File: src/mao_defs.svh
// Constants for the misaligned operand splitter and single read controller
`ifndef MAO_DEFS_SVH
`define MAO_DEFS_SVH
`define MAO_SZ_LONG 2'h0
`define MAO_SZ_BYTE 2'h1
`define MAO_SZ_WORD 2'h2
`define MAO_SZ_LINE 2'h3
`define MAO_LINE_BEATS 3'h4
`define MAO_REFUSED_BEATS 3'h3
`define MAO_HALF_MASK 32'hfffffff8
`define MAO_LONG_STEP 32'h00000004
`define MAO_CLK_NS 25
`endif

File: src/mao_pkg.sv
// Types shared by the bus controller modules
package mao_pkg;
  typedef enum {ST_IDLE, ST_START, ST_WAIT} mao_state_t;
  typedef enum {MD_SPLIT, MD_LINE, MD_INSTR} mao_mode_t;
endpackage

File: src/mao_sync_if.sv
// Synchronised bus inputs passed from the input stage to the controller
`timescale 1ns/100ps
interface mao_sync_if;
  logic ack;
  logic refuse;
  logic inhibit;
  logic [31:0] data;
  modport src (output ack, output refuse, output inhibit, output data);
  modport dst (input ack, input refuse, input inhibit, input data);
endinterface

File: src/mao_bus_ctl.sv
// Bus controller: operand splitting, single reads, line and prefetch reads
`timescale 1ns/100ps
`include "mao_defs.svh"
module mao_bus_ctl
  import mao_pkg::*;
(
  input wire logic clk_sys,
  input wire logic rst_b,
  input wire logic reqValid,
  output logic reqReady,
  input wire logic [31:0] reqAddr,
  input wire logic [1:0] reqWidth,
  input wire logic reqInstr,
  input wire logic reqCachable,
  input wire logic [1:0] reqUserBits,
  input wire logic [1:0] reqClass,
  input wire logic [2:0] reqModifier,
  output logic rspValid,
  output logic rspLast,
  output logic [31:0] rspData,
  output logic rspFillInhibit,
  output logic addrError,
  output logic [31:0] addrOut,
  output logic [1:0] transferWidthCode,
  output logic readWrite,
  output logic [1:0] userPageAttr,
  output logic [1:0] accessClass,
  output logic [2:0] accessModifier,
  output logic nocacheOut_b,
  output logic cycleBeginStrobe_b,
  output logic cycleActive_b,
  input wire logic transferAck_b,
  input wire logic burstRefuse_b,
  input wire logic fillInhibitIn_b,
  input wire logic [31:0] dataIn
);
  mao_sync_if syn ();
  mao_state_t state;
  mao_state_t next_state;
  mao_mode_t mode;
  logic [31:0] curAddr;
  logic [2:0] rem;
  logic [2:0] beats;
  logic burst;
  logic [31:0] acc;
  logic cycle_active;
  logic nocache;
  logic [1:0] pieceWidth;
  logic [2:0] pieceBytes;
  logic [2:0] remAfter;
  logic take;
  logic instrOdd;
  logic ackNow;
  logic firstRefuse;
  logic finished;
  logic restart;
  logic ts;
  logic [31:0] merged;
  logic [31:0] lineNext;

  // Bytes of an operand of the given width code
  function automatic logic [2:0] bytesOf(input logic [1:0] w);
    bytesOf = (w == `MAO_SZ_BYTE) ? 3'h1 : ((w == `MAO_SZ_WORD) ? 3'h2 : 3'h4);
  endfunction

  // Pull n bytes at lane offset o; offset 0 sits on the top lane
  function automatic logic [31:0] laneVal(input logic [31:0] d, input logic [1:0] o,
                                          input logic [2:0] n);
    logic [2:0] lo;
    logic [31:0] sh;
    lo = 3'h4 - {1'b0, o} - n;
    sh = d >> {lo, 3'h0};
    laneVal = (n == 3'h1) ? (sh & 32'h000000ff) : ((n == 3'h2) ? (sh & 32'h0000ffff) : sh);
  endfunction

  mao_sync u_sync (
    .clk_sys(clk_sys),
    .rst_b(rst_b),
    .transferAck_b(transferAck_b),
    .burstRefuse_b(burstRefuse_b),
    .fillInhibitIn_b(fillInhibitIn_b),
    .dataIn(dataIn),
    .syn(syn)
  );

  mao_split u_split (
    .offset(curAddr[1:0]),
    .remain(rem),
    .width(pieceWidth),
    .bytes(pieceBytes)
  );

  // Request decode and cycle-end conditions
  assign reqReady = (state == ST_IDLE);
  assign take = reqValid && reqReady;
  assign instrOdd = reqInstr && reqAddr[0];
  assign ts = (state == ST_START);
  assign ackNow = (state == ST_WAIT) && syn.ack;
  assign firstRefuse = (mode == MD_LINE) && burst && (beats == `MAO_LINE_BEATS)
                       && syn.refuse;
  assign remAfter = rem - pieceBytes;
  assign finished = ackNow && ((mode == MD_SPLIT) ? (remAfter == 3'h0) : (beats == 3'h1));
  assign restart = ackNow && !finished && ((mode != MD_LINE) || !burst || firstRefuse);
  assign merged = (acc << {pieceBytes, 3'h0}) | laneVal(syn.data, curAddr[1:0], pieceBytes);
  // Refused line walks A3:A2 with wrap; BYTE_LANE_OFFSET stay as first issued
  assign lineNext = {curAddr[31:4], curAddr[3:2] + 2'h1, curAddr[1:0]};

  // Start strobe lasts one clock since START always moves to WAIT
  assign next_state = (take && !instrOdd) ? ST_START :
                      ts ? ST_WAIT :
                      finished ? ST_IDLE :
                      restart ? ST_START : state;

  // Bus outputs; width code follows the piece for splits, line while bursting, long otherwise
  assign transferWidthCode = (mode == MD_SPLIT) ? pieceWidth :
                             ((mode == MD_LINE) && burst) ? `MAO_SZ_LINE : `MAO_SZ_LONG;
  assign addrOut = curAddr;
  assign readWrite = 1'b1;
  assign nocacheOut_b = !nocache;
  assign cycleBeginStrobe_b = !ts;
  assign cycleActive_b = !cycle_active;

  // State and cycle-active; active rises with the strobe, holds across restarts
  always_ff @(posedge clk_sys)
  begin
    if (!rst_b)
    begin
      state <= ST_IDLE;
      cycle_active <= 1'b0;
    end
    else
    begin
      state <= next_state;
      cycle_active <= (next_state != ST_IDLE);
    end
  end

  // Attributes latched once per request, stable over all its cycles
  always_ff @(posedge clk_sys)
  begin
    if (!rst_b)
    begin
      userPageAttr <= 2'h0;
      accessClass <= 2'h0;
      accessModifier <= 3'h0;
      nocache <= 1'b0;
    end
    else if (take && !instrOdd)
    begin
      userPageAttr <= reqUserBits;
      accessClass <= reqClass;
      accessModifier <= reqModifier;
      nocache <= reqInstr || !reqCachable;
    end
  end

  // Request setup: prefetch, line fill for cachable, split otherwise
  always_ff @(posedge clk_sys)
  begin
    if (!rst_b)
    begin
      mode <= MD_SPLIT;
      curAddr <= 32'h0;
      rem <= 3'h0;
      beats <= 3'h0;
      burst <= 1'b0;
    end
    else if (take && !instrOdd)
    begin
      rem <= bytesOf(reqWidth);
      if (reqInstr)
      begin
        mode <= MD_INSTR;
        curAddr <= reqAddr & `MAO_HALF_MASK;
        beats <= reqAddr[2] ? 3'h2 : 3'h1;
        burst <= 1'b0;
      end
      else if (reqCachable)
      begin
        mode <= MD_LINE;
        curAddr <= reqAddr;
        beats <= `MAO_LINE_BEATS;
        burst <= 1'b1;
      end
      else
      begin
        mode <= MD_SPLIT;
        curAddr <= reqAddr;
        beats <= 3'h0;
        burst <= 1'b0;
      end
    end
    else if (ackNow)
    begin
      if (mode == MD_SPLIT)
      begin
        rem <= remAfter;
        curAddr <= curAddr + {29'h0, pieceBytes};
      end
      else if (firstRefuse)
      begin
        burst <= 1'b0;
        beats <= `MAO_REFUSED_BEATS;
        curAddr <= lineNext;
      end
      else
      begin
        beats <= beats - 3'h1;
        if (mode == MD_INSTR)
          curAddr <= curAddr + `MAO_LONG_STEP;
        else if (!burst)
          curAddr <= lineNext;
      end
    end
  end

  // Data path: operand bytes gathered in order, long words passed per beat
  always_ff @(posedge clk_sys)
  begin
    if (!rst_b)
    begin
      acc <= 32'h0;
      rspValid <= 1'b0;
      rspLast <= 1'b0;
      rspData <= 32'h0;
      rspFillInhibit <= 1'b0;
      addrError <= 1'b0;
    end
    else
    begin
      addrError <= take && instrOdd;
      rspValid <= ackNow && ((mode != MD_SPLIT) || finished);
      rspLast <= finished;
      if (take)
        acc <= 32'h0;
      else if (ackNow && (mode == MD_SPLIT))
        acc <= merged;
      if (ackNow)
        rspData <= (mode == MD_SPLIT) ? merged : syn.data;
      // Only the first line beat carries fill-inhibit; single reads never do
      if (ackNow && (mode == MD_LINE) && burst && (beats == `MAO_LINE_BEATS))
        rspFillInhibit <= syn.inhibit;
    end
  end
endmodule

File: src/mao_sync.sv
// Two flip-flop input stage for slave-driven bus pins
`timescale 1ns/100ps
module mao_sync
  import mao_pkg::*;
(
  input wire logic clk_sys,
  input wire logic rst_b,
  input wire logic transferAck_b,
  input wire logic burstRefuse_b,
  input wire logic fillInhibitIn_b,
  input wire logic [31:0] dataIn,
  mao_sync_if.src syn
);
  logic [34:0] stage1;
  logic [34:0] stage2;

  // Data is delayed with the strobes so the latched word matches its ack
  always_ff @(posedge clk_sys)
  begin
    if (!rst_b)
    begin
      stage1 <= 35'h0;
      stage2 <= 35'h0;
    end
    else
    begin
      stage1 <= {~transferAck_b, ~burstRefuse_b, ~fillInhibitIn_b, dataIn};
      stage2 <= stage1;
    end
  end

  // Active-high views of the sampled pins
  assign syn.ack = stage2[34];
  assign syn.refuse = stage2[33];
  assign syn.inhibit = stage2[32];
  assign syn.data = stage2[31:0];
endmodule

File: src/mao_split.sv
// Picks the next aligned piece of a noncachable operand access
`timescale 1ns/100ps
`include "mao_defs.svh"
module mao_split
  import mao_pkg::*;
(
  input wire logic [1:0] offset,
  input wire logic [2:0] remain,
  output logic [1:0] width,
  output logic [2:0] bytes
);
  logic oddAddr;
  logic atHalf;

  // Odd address or single byte left gives a byte; offset 2 caps at a word
  assign oddAddr = offset[0] || (remain == 3'h1);
  assign atHalf = offset[1] || (remain < 3'h4);
  assign width = oddAddr ? `MAO_SZ_BYTE : (atHalf ? `MAO_SZ_WORD : `MAO_SZ_LONG);
  assign bytes = oddAddr ? 3'h1 : (atHalf ? 3'h2 : 3'h4);
endmodule

File: config.mk
export PLATFORM = sky130hd
export DESIGN_NAME = mao_bus_ctl
export DESIGN_NICKNAME = d
export VERILOG_FILES = /design/src/mao_pkg.sv /design/src/mao_sync_if.sv /design/src/mao_bus_ctl.sv /design/src/mao_sync.sv /design/src/mao_split.sv
export VERILOG_INCLUDE_DIRS = /design/src
export SDC_FILE = /design/constraint.sdc
export NUM_CORES = 1
export LEC_CHECK = 0
export ABC_AREA = 1
export BUFFER_PORTS_ARGS = -buffer_cell sky130_fd_sc_hd__buf_2
export CELL_PAD_IN_SITES_DETAIL_PLACEMENT = 0
export CELL_PAD_IN_SITES_GLOBAL_PLACEMENT = 1
export CORE_ASPECT_RATIO = 0.5
export CORE_UTILIZATION = 41
export DETAILED_ROUTE_END_ITERATION = 8
export GPL_TIMING_DRIVEN = 0
export PLACE_DENSITY = 0.78
export SETUP_SLACK_MARGIN = 0.1
export SYNTH_ARGS = -nofsm -noshare
export SYNTH_HDL_FRONTEND = slang
export SYNTH_HIERARCHICAL = 1
export SYNTH_SLANG_ARGS = --single-unit
export TNS_END_PERCENT = 20
File: constraint.sdc
create_clock -name clk_sys -period 3.7 [get_ports clk_sys]
set_input_delay 0.74 -clock clk_sys [delete_from_list [all_inputs] [get_ports clk_sys]]
set_output_delay 0.74 -clock clk_sys [all_outputs]
set_load 0.005 [all_outputs]
==> flow_summary.toml <==
[setup_path]
crit_required_ps = 4170
end_kind = "register"
crit_buf_inv = 7
worstPathArrival_ps = 3800
path_max_fanout = 10
rrSetupSlack_ps = 370
critPathKind = "register to register"
worstPathCellList = "inv_2 > nand3_2 > nand2_2 > buf_4 > inv_2 > buf_2 > ha_1 > clkbuf_1 > inv_2 > clkbuf_1 > nand2_1 > nand2_1 > nor2_1 > a21oi_1 > a32o_1 > nand2_1 > a31oi_1"
crit_family = "buffers and inverters"
cpPeakStageDelay_ps = 390
startpoint_type = "register"
cp_slowest_cell = "dfxtp_1"

[timing]
maxSlewHeadroom_pct = 38.7
max_freq_mhz = 300
fin_crit_sh_pct = 90.0
slew_viol_final = 0
setup_viol = 0
hold_slack_ps = 338
tightestPinTransition_ps = 920
finalClockSkew_ps = 31.7
finalHoldViolations = 0
rsz0062_at_grt = "false"
setup_slack_ps = 369
finalCriticalPeriod_ps = 3330
fin_tns_setup_ps = 0

[yosys]
synth_commonest_cells = "448 x nand2_1, 220 x dfxtp_1, 170 x inv_1"
syn_inst = 1583
synthTopCellsByArea = "dfxtp_1 41%, nand2_1 16%, inv_1 5.9%"
synthFlopType = "dfxtp_1"
async_reset_ff_share_pct = 0
synth_top_cell_by_area = "dfxtp_1"
yosysSeqAreaShare_pct = 40.9
synth_most_common_cell = "nand2_1"
synth_edf_count = 0
yosysUniqueCellTypes = 50
syn-num-nets = 1679
yosys_warnings = 6
netlist_area_um2 = 10800
ys_seq_elements = 220
synth_top_area_share_pct = 40.9
syn_area_per_cell_um2 = 6.81

[detailed_routing]
drt-total-wl_um = 38800
firstDrtPassIters = 6
wire_per_inst_um = 18.3
route.detailed.drc = 0
routed_via_density = 5.33
drt_iter0_drc = 810
routed-via-count = 11300
drt.antenna.violating_nets = 0

[pwr]
power_leakage_nw = 5.96
p_per_area_nw_per_um2 = 515
max-vdd-ir-drop_mv = 0.325
p_total_w = 0.00657

[clock_network]
root_buffer = "clkbuf_16"
numClockSinks = 220
cts_made_buffers = 22
cts_buffer_depth = 3
ctsHoldBuffers = 0
htreeDepth = 1
cts_tree = "built"
clock_latency_ps = 560
clk_pin_slew_ps = 70

[grt]
grt_pass1_vias = 10400
grt_usage_pct = 28.6
antenna_found_initial = 0
grt_pass1_wl_um = 58700
grt_max_degree = 16
globalRouteOverflowTotal = 0

[floorplanning]
die_x_um = 231
coreArea_um2 = 25500
initial_core_util_pct = 42.3
io_pins = 163
std_cell_rows = 41
fp.dieH_um = 117
die_area_um2 = 27000

[run_status]
outcome = "finished clean"

[place]
hpwl_um = 29300
dp_slack_ps = -428
place_congestion = 0.940
port_buffers = 161

[finish]
antenna_cells = 0
fin_nets = 1865
drive_gt1_share_pct = 15.9
fin_util_pct = 50.1
area_growth_pct = 18.4
fill_cells = 2749

[min_path]
hold_path.class = "input pin to register"

[run]
drv_cap = 0
[area by class of cell]
| type | instances | area, um2 | share of cell area [%] |
|---|---|---|---|
| sequential | 220 | 4410 | 34.5 |
| multi-input combinational | 1082 | 5270 | 41.3 |
| tap | 344 | 430 | 3.37 |
| buffer | 80 | 380 | 2.98 |
| clock inverter | 11 | 118 | 0.921 |
| clock buffer | 28 | 593 | 4.65 |
| inverter | 200 | 751 | 5.88 |
| timing repair buffer | 163 | 821 | 6.43 |
[final timing paths]
check                   start           endpoint  cells past startpoint
max                    rem[2]         rspData[4]                     17
min             transferAck_b  u_sync/stage1[34]                      2
max reg2reg            rem[2]         rspData[4]                     17
min reg2reg  u_sync/stage1[6]   u_sync/stage2[6]                      2
[power breakdown]
part           leakage [nW]  switching [W]  internal (W)  total (W)
combinational          3.82        0.00114      0.000577    0.00172
clock                 0.345        0.00103       0.00122    0.00226
sequential             1.80       0.000123       0.00247    0.00259
total                  5.96        0.00230       0.00427    0.00657
[kinds of logic (layout without fill, tap and decap cells)]
logic type / Yosys count / after routing / share of synthesized area, %
buffers and inverters: 281 / 482 / 10.5
and+or+nand+nor: 732 / 732 / 28.4
xor gates and xnor gates: 11 / 11 / 1.03
muxes: 8 / 8 / 0.743
adders and majority gates: 15 / 15 / 1.88
other: 1 / 1 / 0.0348
AOI/OAI and AO/OA: 315 / 315 / 16.5
DFF: 220 / 220 / 40.9
[through the flow]
stage / area (um2) / cells
floorplan: 10800 / 1583
global placement: 12000 / 2088
detailed placement: 12000 / 2088
CTS: 12800 / 2129
global route: 12800 / 2128
finish: 12800 / 2128
[state kept, by name, summed over array words and instances (netlist names), 2 cells and up]
register / count
u_sync/stage1: 35
state: 32
rem: 3
addrOut: 32
acc: 32
u_sync/stage2: 35
mode: 2
rspData: 32
accessClass: 2
userPageAttr: 2
accessModifier: 3
beats: 3
[placed cells by master (no fill, tap or decap), types with 41 or more instances in the layout]
cell and n:
nand3_1 126, o21ai_0 60, nor2_1 100, a21oi_1 127, dfxtp_1 219, a31oi_1 41, clkbuf_1 53, nand2_1 448
inv_1 170, buf_2 176
[routing by layer]
layer,up-vias,share of wire (%),global-route usage (%)
li1,5514,-,-
met4,0,2.6,9.05
met1,5340,45,38.8
met2,423,45,46.9
met3,65,7.3,4.69
met5,-,0,0
[timing repair]
item	CTS	global route
endpoints found under the hold margin	0	0
pin swaps	1	0
setup buffers	2	0
resized for setup	2	4
endpoints found under the setup margin	51	61
No activity file was read; power rests on OpenSTA's default activity.
